**config.mk**
```make
export PLATFORM = sky130hd
export DESIGN_NAME = vec_regs
export DESIGN_NICKNAME = d
export VERILOG_FILES = /design/src/core/vec_pkg.sv /design/src/core/vec_line_if.sv /design/src/core/vec_line_seq.sv /design/src/core/vec_regs.sv
export VERILOG_INCLUDE_DIRS = /design/src /design/src/core
export SDC_FILE = /design/constraint.sdc
export NUM_CORES = 1
export LEC_CHECK = 0
export ABC_AREA = 1
export BUFFER_PORTS_ARGS = -buffer_cell sky130_fd_sc_hd__buf_4
export CORE_AREA = 2 2 180 182
export CTS_BUF_LIST = sky130_fd_sc_hd__clkbuf_8
export DETAILED_ROUTE_END_ITERATION = 6
export DIE_AREA = 0 0 182 184
export GPL_ROUTABILITY_DRIVEN = 0
export GPL_TIMING_DRIVEN = 0
export PLACE_DENSITY_LB_ADDON = 0.2
export SLEW_MARGIN = 10
export SYNTH_ARGS = -nofsm -noshare
export SYNTH_HDL_FRONTEND = slang
export SYNTH_SLANG_ARGS = --single-unit
```
**constraint.sdc**
```tcl
create_clock -name ref_clk -period 4.05 [get_ports ref_clk]
set_input_delay 0.405 -clock ref_clk [delete_from_list [all_inputs] [get_ports ref_clk]]
set_output_delay 0.405 -clock ref_clk [all_outputs]
set_load 0.01 [all_outputs]
```
**src/core/vec_params.svh**
```systemverilog
// Register offsets, field positions, reset values and counts
`ifndef VEC_PARAMS_SVH
`define VEC_PARAMS_SVH
`define VEC_IDX_DAC_CFG 5
`define VEC_IDX_LINE_CFG 6
`define VEC_IDX_STATUS 9
`define VEC_ADDR_DAC_CFG 8'h14
`define VEC_ADDR_LINE_CFG 8'h18
`define VEC_ADDR_STATUS 8'h24
`define VEC_RST_DAC_CFG 8'h30
`define VEC_RST_LINE_CFG 8'h00
`define VEC_MASK_DAC_CFG 8'h7F
`define VEC_MASK_LINE_CFG 8'hFD
`define VEC_B_BLANK_R 3
`define VEC_B_BLANK_G 2
`define VEC_B_BLANK_B 1
`define VEC_B_INVERT 0
`define VEC_B_SWRST 7
`define VEC_B_JUMP 6
`define VEC_B_DEC 5
`define VEC_B_FREE 4
`define VEC_B_CFC_HI 3
`define VEC_B_CFC_LO 2
`define VEC_B_MAXDYN 0
`define VEC_SWRST_CYCLES 3'd4
`define VEC_AUTO_LINE_525 9'd245
`define VEC_AUTO_LINE_625 9'd330
`define VEC_Y_MIN_STD 8'h10
`define VEC_Y_MAX_STD 8'hEB
`define VEC_C_MAX_STD 8'hE0
`define VEC_EXT_MIN 8'h01
`define VEC_EXT_MAX 8'hFE
`define VEC_BLANK_Y 8'h10
`define VEC_BLANK_C 8'h80
`define VEC_DAC_BLACK 10'h040
`define VEC_CAP_FULL 2'h2
`define VEC_RESP_OKAY 2'h0
`define VEC_RESP_DECERR 2'h3
`endif

```
**src/core/vec_pkg.sv**
```systemverilog
// Types shared by the encoder control register block
package vec_pkg;
  typedef enum logic [1:0] {CFC_REG_ONLY, CFC_SERIAL, CFC_HSYNC, CFC_BURST}
    vec_cfc_t;
  typedef enum logic [1:0] {SEL_NONE, SEL_DAC, SEL_LINE, SEL_STAT} vec_sel_t;
  typedef enum logic [1:0] {LN_IDLE, LN_ARMED, LN_ACTIVE} vec_line_st_t;
  typedef struct packed {
    vec_line_st_t st;
    logic insertPulse;
    logic skipPulse;
    logic jumpPulse;
    logic [8:0] jumpTarget;
  } vec_line_state_t;
  typedef struct packed {
    logic awHave;
    logic [7:0] awAddr;
    logic wHave;
    logic [7:0] wData;
    logic wEn;
    logic bValid;
    logic [1:0] bResp;
    logic rValid;
    logic [31:0] rData;
    logic [1:0] rResp;
    logic [7:0] dacCfg;
    logic [7:0] lineCfg;
    logic [2:0] swCnt;
    logic hokPrevErr;
    logic hok;
    logic [2:0] fieldCnt;
    logic [1:0] capPend1;
    logic [1:0] capPend2;
    logic [23:0] incr;
    logic [23:0] serHold;
    logic serPend;
    logic [7:0] yOut;
    logic [7:0] cOut;
    logic [9:0] dacR;
    logic [9:0] dacG;
    logic [9:0] dacB;
  } vec_regs_state_t;
endpackage : vec_pkg

```
**src/core/vec_line_if.sv**
```systemverilog
// Link between register logic and line sequencer
interface vec_line_if;
  logic autoReq;
  logic decSel;
  logic freeJump;
  logic std625;
  logic frameStart;
  logic lineEnd;
  logic field2;
  logic [8:0] lineNum;
  logic [8:0] refLine;
  logic [8:0] targLine;
  logic done;
  logic busy;
  logic insertPulse;
  logic skipPulse;
  logic jumpPulse;
  logic [8:0] jumpTarget;
  modport regs (output autoReq, decSel, freeJump, std625, frameStart, lineEnd,
    field2, lineNum, refLine, targLine, input done, busy, insertPulse,
    skipPulse, jumpPulse, jumpTarget);
  modport seq (input autoReq, decSel, freeJump, std625, frameStart, lineEnd,
    field2, lineNum, refLine, targLine, output done, busy, insertPulse,
    skipPulse, jumpPulse, jumpTarget);
endinterface : vec_line_if

```
**src/core/vec_line_seq.sv**
```systemverilog
// Line insert, skip and jump sequencer
`include "vec_params.svh"
module vec_line_seq (
  input wire logic ref_clk,
  input wire logic seqRstN,
  vec_line_if.seq lineIf
);
  import vec_pkg::*;
  vec_line_state_t q;
  vec_line_state_t d;
  logic [8:0] autoLine;

  assign autoLine = lineIf.std625 ? `VEC_AUTO_LINE_625 : `VEC_AUTO_LINE_525;
  // Frame end closes an automatic request
  assign lineIf.done = (q.st == LN_ACTIVE) && lineIf.frameStart;
  assign lineIf.busy = (q.st != LN_IDLE);
  assign lineIf.insertPulse = q.insertPulse;
  assign lineIf.skipPulse = q.skipPulse;
  assign lineIf.jumpPulse = q.jumpPulse;
  assign lineIf.jumpTarget = q.jumpTarget;

  always_comb begin
    d = q;
    d.insertPulse = 1'b0;
    d.skipPulse = 1'b0;
    d.jumpPulse = 1'b0;
    unique case (q.st)
      LN_IDLE: begin
        if (lineIf.autoReq) begin
          d.st = LN_ARMED;
        end
      end
      LN_ARMED: begin
        if (lineIf.frameStart) begin
          d.st = LN_ACTIVE;
        end
      end
      LN_ACTIVE: begin
        if (lineIf.frameStart) begin
          d.st = LN_IDLE;
        end else if (lineIf.lineEnd && lineIf.field2 &&
                     lineIf.lineNum == autoLine) begin
          d.insertPulse = !lineIf.decSel;
          d.skipPulse = lineIf.decSel;
        end
      end
    endcase
    // Manual mode jumps in both fields, line registers ignored in auto
    if (lineIf.freeJump && !lineIf.autoReq && lineIf.lineEnd &&
        lineIf.lineNum == lineIf.refLine) begin
      d.jumpPulse = 1'b1;
      d.jumpTarget = lineIf.targLine;
    end
  end

  always_ff @(posedge ref_clk) begin
    if (!seqRstN) begin
      q <= '{st: LN_IDLE, jumpTarget: 9'h001, default: '0};
    end else begin
      q <= d;
    end
  end
endmodule : vec_line_seq

```
**src/core/vec_regs.sv**
```systemverilog
// Encoder DAC, line and status registers behind an AXI4-Lite slave
`include "vec_params.svh"
module vec_regs (
  input wire logic ref_clk,
  input wire logic rstn,
  input wire logic [7:0] s_axi_awaddr,
  input wire logic s_axi_awvalid,
  output logic s_axi_awready,
  input wire logic [31:0] s_axi_wdata,
  input wire logic [3:0] s_axi_wstrb,
  input wire logic s_axi_wvalid,
  output logic s_axi_wready,
  output logic [1:0] s_axi_bresp,
  output logic s_axi_bvalid,
  input wire logic s_axi_bready,
  input wire logic [7:0] s_axi_araddr,
  input wire logic s_axi_arvalid,
  output logic s_axi_arready,
  output logic [31:0] s_axi_rdata,
  output logic [1:0] s_axi_rresp,
  output logic s_axi_rvalid,
  input wire logic s_axi_rready,
  input wire logic [9:0] dacInR,
  input wire logic [9:0] dacInG,
  input wire logic [9:0] dacInB,
  output logic [9:0] dacOutR,
  output logic [9:0] dacOutG,
  output logic [9:0] dacOutB,
  input wire logic pixValid,
  input wire logic pixTimingWord,
  input wire logic [7:0] pixY,
  input wire logic [7:0] pixC,
  output logic [7:0] lumaOut,
  output logic [7:0] chromaOut,
  input wire logic timingWordValid,
  input wire logic timingWordErr,
  input wire logic slaveMode,
  input wire logic frameLocked,
  input wire logic fieldStart,
  input wire logic captionWrF1,
  input wire logic captionWrF2,
  input wire logic captionEncF1,
  input wire logic captionEncF2,
  input wire logic [23:0] regIncr,
  input wire logic regIncrWr,
  input wire logic [23:0] serialIncr,
  input wire logic serialLoadDone,
  input wire logic hsyncEdge,
  input wire logic burstStart,
  output logic [23:0] subcarrierIncr,
  input wire logic frameStart,
  input wire logic lineEnd,
  input wire logic field2,
  input wire logic std625,
  input wire logic [8:0] lineNum,
  input wire logic [8:0] refLine,
  input wire logic [8:0] targLine,
  output logic lineInsert,
  output logic lineSkip,
  output logic lineJump,
  output logic [8:0] jumpTarget,
  output logic softResetN
);
  import vec_pkg::*;

  localparam vec_regs_state_t RegsRst = '{
    dacCfg: `VEC_RST_DAC_CFG,
    lineCfg: `VEC_RST_LINE_CFG,
    hok: 1'b1,
    default: '0
  };

  vec_regs_state_t q;
  vec_regs_state_t d;
  vec_line_if lineIf ();
  logic [7:0] statusVal;
  logic jumping;
  logic writeNow;
  logic evtUpdate;
  vec_sel_t wrSel;
  vec_cfc_t cfcMode;

  function automatic vec_sel_t regSel(input logic [7:0] addr);
    unique case (addr)
      `VEC_ADDR_DAC_CFG: regSel = SEL_DAC;
      `VEC_ADDR_LINE_CFG: regSel = SEL_LINE;
      `VEC_ADDR_STATUS: regSel = SEL_STAT;
      default: regSel = SEL_NONE;
    endcase
  endfunction : regSel

  function automatic logic [7:0] clampCode(input logic [7:0] v,
                                           input logic [7:0] lo,
                                           input logic [7:0] hi);
    if (v < lo) begin
      clampCode = lo;
    end else if (v > hi) begin
      clampCode = hi;
    end else begin
      clampCode = v;
    end
  endfunction : clampCode

  function automatic logic [9:0] dacCode(input logic [9:0] v,
                                         input logic blank,
                                         input logic inv);
    logic [9:0] c;
    c = blank ? `VEC_DAC_BLACK : v;
    dacCode = inv ? ~c : c;
  endfunction : dacCode

  // Pending caption pairs, saturating at two
  function automatic logic [1:0] capNext(input logic [1:0] pend,
                                         input logic wr,
                                         input logic enc);
    capNext = pend;
    if (wr && !enc && pend != `VEC_CAP_FULL) begin
      capNext = pend + 2'h1;
    end else if (enc && !wr && pend != 2'h0) begin
      capNext = pend - 2'h1;
    end
  endfunction : capNext

  // Line sequencer hookup
  assign lineIf.autoReq = q.lineCfg[`VEC_B_JUMP] && !q.lineCfg[`VEC_B_FREE];
  assign lineIf.decSel = q.lineCfg[`VEC_B_DEC];
  assign lineIf.freeJump = q.lineCfg[`VEC_B_FREE] && !q.lineCfg[`VEC_B_JUMP];
  assign lineIf.std625 = std625;
  assign lineIf.frameStart = frameStart;
  assign lineIf.lineEnd = lineEnd;
  assign lineIf.field2 = field2;
  assign lineIf.lineNum = lineNum;
  assign lineIf.refLine = refLine;
  assign lineIf.targLine = targLine;

  // Mode 000 issues no line pulses unless a request was already armed or active
  vec_line_seq uLineSeq (
    .ref_clk(ref_clk),
    .seqRstN(rstn && softResetN),
    .lineIf(lineIf)
  );

  assign lineInsert = lineIf.insertPulse;
  assign lineSkip = lineIf.skipPulse;
  assign lineJump = lineIf.jumpPulse;
  assign jumpTarget = lineIf.jumpTarget;

  assign jumping = q.lineCfg[`VEC_B_JUMP] || lineIf.busy ||
                   lineIf.freeJump;
  assign statusVal = {q.hok,
                      slaveMode && frameLocked,
                      q.capPend2 != `VEC_CAP_FULL,
                      q.capPend1 != `VEC_CAP_FULL,
                      q.fieldCnt,
                      jumping};

  assign softResetN = (q.swCnt == 3'd0);
  assign writeNow = q.awHave && q.wHave && !q.bValid;
  assign wrSel = regSel(q.awAddr);
  assign cfcMode = vec_cfc_t'(q.lineCfg[`VEC_B_CFC_HI:`VEC_B_CFC_LO]);
  assign evtUpdate = (cfcMode == CFC_HSYNC) ? hsyncEdge : burstStart;

  assign s_axi_awready = !q.awHave;
  assign s_axi_wready = !q.wHave;
  assign s_axi_bvalid = q.bValid;
  assign s_axi_bresp = q.bResp;
  assign s_axi_arready = !q.rValid;
  assign s_axi_rvalid = q.rValid;
  assign s_axi_rdata = q.rData;
  assign s_axi_rresp = q.rResp;
  assign subcarrierIncr = q.incr;
  assign lumaOut = q.yOut;
  assign chromaOut = q.cOut;
  assign dacOutR = q.dacR;
  assign dacOutG = q.dacG;
  assign dacOutB = q.dacB;

  always_comb begin
    d = q;
    // Bus channels
    if (s_axi_awvalid && !q.awHave) begin
      d.awHave = 1'b1;
      d.awAddr = s_axi_awaddr;
    end
    if (s_axi_wvalid && !q.wHave) begin
      d.wHave = 1'b1;
      d.wData = s_axi_wdata[7:0];
      d.wEn = s_axi_wstrb[0];
    end
    if (q.bValid && s_axi_bready) begin
      d.bValid = 1'b0;
    end
    if (q.rValid && s_axi_rready) begin
      d.rValid = 1'b0;
    end
    if (s_axi_arvalid && !q.rValid) begin
      d.rValid = 1'b1;
      d.rResp = `VEC_RESP_OKAY;
      unique case (regSel(s_axi_araddr))
        SEL_DAC: d.rData = {24'h000000, q.dacCfg};
        SEL_LINE: d.rData = {24'h000000, q.lineCfg};
        SEL_STAT: d.rData = {24'h000000, statusVal};
        SEL_NONE: begin
          d.rData = 32'h00000000;
          d.rResp = `VEC_RESP_DECERR;
        end
      endcase
    end
    // Hardware clears first, so a same-cycle write wins
    if (lineIf.done) begin
      d.lineCfg[`VEC_B_JUMP] = 1'b0;
    end
    if (q.swCnt != 3'd0) begin
      d.swCnt = q.swCnt - 3'd1;
    end
    if (q.swCnt == 3'd1) begin
      d.lineCfg[`VEC_B_SWRST] = 1'b0;
    end
    if (writeNow) begin
      d.awHave = 1'b0;
      d.wHave = 1'b0;
      d.bValid = 1'b1;
      d.bResp = (wrSel == SEL_NONE) ? `VEC_RESP_DECERR : `VEC_RESP_OKAY;
      if (q.wEn) begin
        unique case (wrSel)
          SEL_DAC: d.dacCfg = q.wData & `VEC_MASK_DAC_CFG;
          SEL_LINE: begin
            d.lineCfg = q.wData & `VEC_MASK_LINE_CFG;
            if (q.wData[`VEC_B_SWRST]) begin
              d.swCnt = `VEC_SWRST_CYCLES;
            end
          end
          SEL_STAT: d.bResp = `VEC_RESP_OKAY;
          SEL_NONE: d.bResp = `VEC_RESP_DECERR;
        endcase
      end
    end
    // Timing word check: two failures in a row drop the flag
    if (timingWordValid) begin
      d.hokPrevErr = timingWordErr;
      d.hok = !(timingWordErr && q.hokPrevErr);
    end
    if (fieldStart) begin
      d.fieldCnt = q.fieldCnt + 3'd1;
    end
    d.capPend1 = capNext(q.capPend1, captionWrF1, captionEncF1);
    d.capPend2 = capNext(q.capPend2, captionWrF2, captionEncF2);
    // Subcarrier increment update moment
    unique case (cfcMode)
      CFC_REG_ONLY: begin
        if (regIncrWr) begin
          d.incr = regIncr;
        end
      end
      CFC_SERIAL: begin
        if (serialLoadDone) begin
          d.incr = serialIncr;
        end
      end
      CFC_HSYNC, CFC_BURST: begin
        if (evtUpdate && q.serPend) begin
          d.incr = q.serHold;
          d.serPend = 1'b0;
        end
        if (serialLoadDone) begin
          d.serHold = serialIncr;
          d.serPend = 1'b1;
        end
      end
    endcase
    // Pixel input range and timing word substitution
    if (pixValid) begin
      if (pixTimingWord) begin
        d.yOut = `VEC_BLANK_Y;
        d.cOut = `VEC_BLANK_C;
      end else if (q.lineCfg[`VEC_B_MAXDYN]) begin
        d.yOut = clampCode(pixY, `VEC_EXT_MIN, `VEC_EXT_MAX);
        d.cOut = clampCode(pixC, `VEC_EXT_MIN, `VEC_EXT_MAX);
      end else begin
        d.yOut = clampCode(pixY, `VEC_Y_MIN_STD, `VEC_Y_MAX_STD);
        d.cOut = clampCode(pixC, `VEC_Y_MIN_STD, `VEC_C_MAX_STD);
      end
    end
    d.dacR = dacCode(dacInR, q.dacCfg[`VEC_B_BLANK_R],
                     q.dacCfg[`VEC_B_INVERT]);
    d.dacG = dacCode(dacInG, q.dacCfg[`VEC_B_BLANK_G],
                     q.dacCfg[`VEC_B_INVERT]);
    d.dacB = dacCode(dacInB, q.dacCfg[`VEC_B_BLANK_B],
                     q.dacCfg[`VEC_B_INVERT]);
    // Soft reset clears device state, configuration kept
    if (q.swCnt != 3'd0) begin
      d.hokPrevErr = 1'b0;
      d.hok = 1'b1;
      d.fieldCnt = 3'd0;
      d.capPend1 = 2'h0;
      d.capPend2 = 2'h0;
      d.serPend = 1'b0;
    end
  end

  always_ff @(posedge ref_clk) begin
    if (!rstn) begin
      q <= RegsRst;
    end else begin
      q <= d;
    end
  end
endmodule : vec_regs

```
==> results of run 1 <==
power breakdown:
part	leakage, nW	internal (mW)	total (mW)	switching, mW
registers	1.36	1.72	1.77	0.0479
clock network	0.187	0.478	1.19	0.715
logic	3.93	0.374	0.754	0.380
worst paths after layout:
kind | from | to | slack, ns | cells past startpoint
max | q[105]$_SDFF_PN0_ | uLineSeq.lineIf.insertPulse$_SDFF_PP0_ | 2.06 | 8
min | timingWordValid | q[102]$_SDFFE_PN1P_ | 0.17 | 3
max reg2reg | q[105]$_SDFF_PN0_ | uLineSeq.lineIf.insertPulse$_SDFF_PP0_ | 2.06 | 8
min reg2reg | lineIf.decSel$_SDFFE_PN0P_ | uLineSeq.lineIf.insertPulse$_SDFF_PP0_ | 0.43 | 1
flip-flops by register name (all words and copies together), names as in the netlist, 2 cells and up:
name,count
q,67
subcarrierIncr,24
dacOutB,10
dacOutG,10
dacOutR,10
uLineSeq.lineIf.jumpTarget,9
chromaOut,8
lumaOut,8
s_axi_rdata,8
cfcMode,2
uLineSeq.q,2
cells by family after synthesis:
group | Yosys count | synth area share (%)
and+or+nand+nor | 547 | 27.7
adders and majority gates | 8 | 1.19
buffers and inverters | 249 | 17.0
other | 1 | 0.0444
xor gates and xnor gates | 5 | 0.519
AOI/OAI and AO/OA | 228 | 14.2
DFF | 166 | 39.4
synth_stat cells (2+ instances only):
cell type	n	area, µm²
nand2_2	2	12.5
clkbuf_1	29	109
nand4_1	7	43.8
xnor2_1	4	35.0
nor4_1	2	12.5
ha_1	8	100
dfxtp_1	166	3320
buf_1	4	15.0
a211oi_1	2	15.0
nor2_1	174	653
and2_1	3	18.8
nand3_1	73	365
nand2_1	228	856
buf_4	115	863
nor2_2	45	282
o21a_1	6	45.0
inv_2	3	11.3
a21oi_1	102	510
buf_6	4	45.0
buf_8	2	30.0
nand3b_1	10	75.1
o211ai_1	3	22.5
clkinv_1	6	22.5
inv_1	76	285
o21ai_0	109	546
buf_2	9	45.0
layout make-up:
class	instances	area, µm²	area share [%]
Timing Repair Buffer	270	2030	17.7
Buffer	163	1110	9.68
Multi-Input combinational cell	812	3770	33.0
Sequential cell	166	3320	29.1
Clock inverter	13	118	1.03
Clock buffer	19	262	2.29
Tap cell	402	503	4.40
Inverter	86	324	2.83
critical path: cells and delay by family, from the launching register on:
| family | cells | cell delay (ns) |
|---|---|---|
| simple gates | 5 | 0.88 |
| buf+inv | 2 | 0.56 |
| flops | 1 | 0.33 |
| fa+ha+maj | 1 | 0.16 |
routing by layer:
metal / vias up / part of all wire (%) / GRT usage [%]
li1: 4344 / - / -
met2: 218 / 46 / 25.2
met3: 21 / 6.0 / 3.88
met4: 0 / 1.4 / 4.26
met1: 3572 / 46 / 19.6
met5: - / 0 / 0
per-stage QoR:
stage	power, mW	util [%]	instance area, µm²	worst slack [ns]	hold WS (ns)
global placement	2.56	35.2	11100	1.92	0.425
CTS	3.78	36.4	11400	2.03	0.127
detailed placement	2.57	35.2	11100	1.91	0.418
global route	3.94	36.4	11400	1.78	0.138
floorplan	2.22	-	8530	2.60	0.392
finish	3.71	36.4	11400	2.06	0.171
placed cells by master (no fill, tap or decap), types with 4 or more instances in the layout:
master and count:
buf_1 4, nor2_2 45, nand2_1 228, clkbuf_1 29, ha_1 8, conb_1 24, nand4_1 7, buf_6 4
o21a_1 6, clkinv_1 6, inv_1 77, nor2_1 174, buf_2 9, a21oi_1 102, clkbuf_8 19, nand3b_1 10
buf_4 385, dfxtp_1 166, nand3_1 73, o21ai_0 109, xnor2_1 4
==> out/results.tsv, run 1 <==
stage	metric	value	unit
run_status	status	completed	
floorplanning	die_w	182	µm
route	drc	0	
setup_path	timing_worst_setup_path_type	reg2reg	
route	ant_nets	0	
synth	synth_edf_count	0	
floorplanning	start_util	26.9	%
setup_path	crit_top_cell	nor2_1	
floorplanning	row_count	65	
sta	finalSetupViolCount	0	
synth	syn_avg_cell_area	7.01	µm²
global_routing	antenna_found_initial	0	
final_layout	fillCellCount	3474	
setup_path	cp_max_fo	10	
sta	fin_crit_sh	49.1	%
cts	postCtsSetupRepairBufs	0	
job	cap_violations	0	
setup_path	start_kind	register	
sta	slew_headroom	41.4	%
sta	rsz0062_at_grt	false	
synth	synth_ff_type	dfxtp_1	
global_routing	grt_max_degree	17	
synth	yosys_warnings	0	
setup_path	critPathCaptureType	register	
route	wire_per_inst	13.5	µm
final_layout	syn2layout_area_growth	35.5	%
cts	root_buffer	clkbuf_8	
sta	fmax	0.503	GHz
setup_path	cpMaxStageDelayCell	clkinv_1	
synth	syn_area	8440	µm²
floorplanning	pin_count	323	
synth	syn_inst	1204	
sta	worstMarginPinSlew	0.876	ns
placement	dpl.hpwl	20.3	mm
setup_path	crit_required	4.45	ns
cts	cts_tree	yes	
final_layout	drive_gt1_share	31.8	%
cts	clkLatencyLatePin	0.46	ns
route	via_count	8155	
floorplanning	dieHeight	184	µm
sta	clock_skew	0.0227	ns
setup_path	crit_chain	inv_1 > ha_1 > nand2_1 > nor2_2 > clkinv_1 > nor2_1 > nand3_1 > nor2_1	
cts	ctsResizeCount	0	
cts	path_clk_slew	0.12	ns
setup_path	crit_arrival	2.39	ns
cts	clockBufferDepth	2	
final_layout	diodes	0	
power	powerDensity	325	nW/µm²
final_layout	final_nets	1723	
synth	synth-seq-cells	166	
cts	hold_buffers	0	
final_layout	stdcell_count	1931	
min_path	hold_path.class	in2reg	
cts	cts_sinks	166	
global_routing	grt_usage	15.2	%
cts	cts_buffers	17	
cts	htreeDepth	4	
global_routing	overflow	0	
sta	fin_tns_setup	0	ns
placement	dp.cells	1899	
setup_path	max_stage_delay	0.46	ns
synth	synth.distinct_cells	38	
route	routed_wl	26.0	mm
floorplanning	core	31400	µm²
power	ir_worst_vdd	0.146	mV
power	p_leak	5.48	nW
placement	io_buffers	270	
global_routing	grt_pass1_vias	7675	
sta	slew_viol_final	0	
synth	synthArstFlopShare	0	%
sta	hold_viol	0	
route	first_pass_iters	5	
synth	yosysSeqAreaShare	39.4	%
global_routing	grt_first_pass_wirelength	40.1	mm
sta	post-route-min-period	1.99	ns
floorplanning	die-area	33500	µm²
route	drt-initial-drc-count	320	
route	avgViaCountPerCell	4.22	
(Power assumes the default switching activity.)
==> run 2, diff against run 1 <==
Clock period 4.05 ns to 1.78 ns, I/O delays scaled along.
==> out/results.tsv, run 2 (same netlist as run 1, synthesis figures left out) <==
stage	metric	value	unit
min_path	hold_path.class	in2reg	
global_routing	grt_pass1_vias	8098	
placement	dp.cells	1899	
sta	fin_crit_sh	91.7	%
cts	cts_sinks	166	
global_routing	antenna_found_initial	0	
final_layout	layout_commonest_cell	buf_4	
global_routing	grt_usage	15.7	%
cts	clockBufferDepth	2	
final_layout	drive_gt1_share	30.6	%
route	drc	0	
power	combPwrFrac	22.1	%
setup_path	crit_required	1.60	ns
placement	placed_cell_area	11100	µm²
power	swShare	30.8	%
power	finalPower	8.65	mW
global_routing	met3_usage	3.55	%
global_routing	grt_first_pass_wirelength	41.6	mm
cts	root_buffer	clkbuf_8	
floorplanning	core	31400	µm²
placement	dpl.hpwl	20.3	mm
final_layout	layout_common_cells	buf_4, nand2_1, nor2_1, dfxtp_1, o21ai_0	
setup_path	timing_worst_setup_path_type	reg2out	
route	via_count	8507	
sta	hold_viol	0	
sta	setup_slack	0.147	ns
floorplanning	dieHeight	184	µm
sta	post-route-min-period	1.63	ns
floorplanning	die-area	33500	µm²
cts	clkLatencyLatePin	0.47	ns
final_layout	largest-register	q	
cts	htreeDepth	4	
setup_path	max_stage_delay	0.35	ns
sta	worstMarginPinSlew	0.846	ns
route	drt-initial-drc-count	318	
power	p_switching	2.66	mW
setup_path	crit_chain	inv_1 > ha_1 > nand2_2 > inv_1 > buf_4	
route	routed_wl	26.9	mm
route	ant_nets	0	
final_layout	final_nets	1811	
sta	clock_skew	0.0214	ns
final_layout	regArea	3320	µm²
final_layout	design_area	12300	µm²
job	cap_violations	0	
floorplanning	die_w	182	µm
power	p_leak	5.85	nW
final_layout	syn2layout_area_growth	46.3	%
run_status	status	completed	
setup_path	critPathCaptureType	primary output	
sta	finalSetupViolCount	0	
global_routing	top_usage_layer	met2	
cts	cts_buffers	17	
sta	slew_viol_final	0	
cts	postCtsSetupRepairBufs	0	
power	p_seq_share	46.5	%
sta	fin_tns_setup	0	ns
setup_path	crit_top_cell	inv_1	
placement	pre_cts_ws	-0.205	ns
setup_path	crit_arrival	1.46	ns
global_routing	use_met1	20.1	%
global_routing	overflow	0	
setup_path	cp_max_fo	6	
sta	rsz0062_at_grt	false	
floorplanning	pin_count	323	
setup_path	start_kind	register	
cts	cts_tree	yes	
route	wire_per_inst	13.3	µm
sta	holdWs	0.0265	ns
power	clkPwrFrac	31.4	%
sta	fmax	0.612	GHz
route	first_pass_iters	5	
final_layout	largest_register_ffs	67	
global_routing	grt_max_degree	17	
sta	slew_headroom	43.4	%
floorplanning	start_util	26.9	%
setup_path	cpMaxStageDelayCell	dfxtp_1	
power	powerDensity	701	nW/µm²
cts	path_clk_slew	0.11	ns
floorplanning	row_count	65	
power	ir_worst_vdd	0.337	mV
final_layout	fin_util	39.3	%
final_layout	multiInputGateArea	3790	µm²
route	avgViaCountPerCell	4.21	
global_routing	use_met2	26.2	%
final_layout	stdcell_count	2020	
final_layout	fillCellCount	3407	
power	internal_power	5.99	mW
placement	io_buffers	270	
## run 2: final cells by class
class | instances | share of cell area (%)
Clock buffer | 19 | 2.12
Inverter | 86 | 2.65
Timing Repair Buffer | 358 | 23.6
Buffer | 163 | 9.00
Antenna cell | 1 | 0.0203
Tap cell | 402 | 4.08
Clock inverter | 13 | 0.953
Multi-Input combinational cell | 812 | 30.7
Sequential cell | 166 | 26.9
## run 2: power groups by stage
stage,clock [mW],combinational [mW],sequential [mW]
floorplan,0,0.972,4.08
global placement,0,1.72,4.10
detailed placement,0,1.74,4.10
CTS,2.83,1.92,4.02
global route,2.98,2.13,4.05
finish,2.72,1.91,4.02
## run 2: routing by layer
metal	vias to the layer above	part of all wire, %
met3	27	6.1
li1	4523	-
met4	0	1.7
met1	3713	45
met5	-	0
met2	244	47
## run 2: critical path, delay by kind of cell (launching register included)
kind	cells	cell delay, ns
AND/OR/NAND/NOR	1	0.14
buffers and inverters	3	0.30
adder cells (fa/ha/maj)	1	0.20
flip-flops	1	0.35
## run 2: path summary, 6_finish.rpt
check / start / cells past startpoint / slack, ns / to
worst min-delay path: s_axi_wdata[2] / 3 / 0.03 / q[164]$_SDFFE_PN0P_
worst max-delay path: q[105]$_SDFF_PN0_ / 5 / 0.15 / softResetN
worst min register to register: lineIf.decSel$_SDFFE_PN0P_ / 1 / 0.43 / uLineSeq.lineIf.insertPulse$_SDFF_PP0_
worst max register to register: s_axi_rvalid$_SDFFE_PN0P_ / 6 / 0.20 / s_axi_rdata[4]$_SDFFE_PN0P_
## run 2: repair_timing
action / CTS / global route
endpoints found under the hold margin: 87 / 0
gates resized for setup: 4 / 10
hold buffers: 88 / 0
setup endpoints to repair: 12 / 21
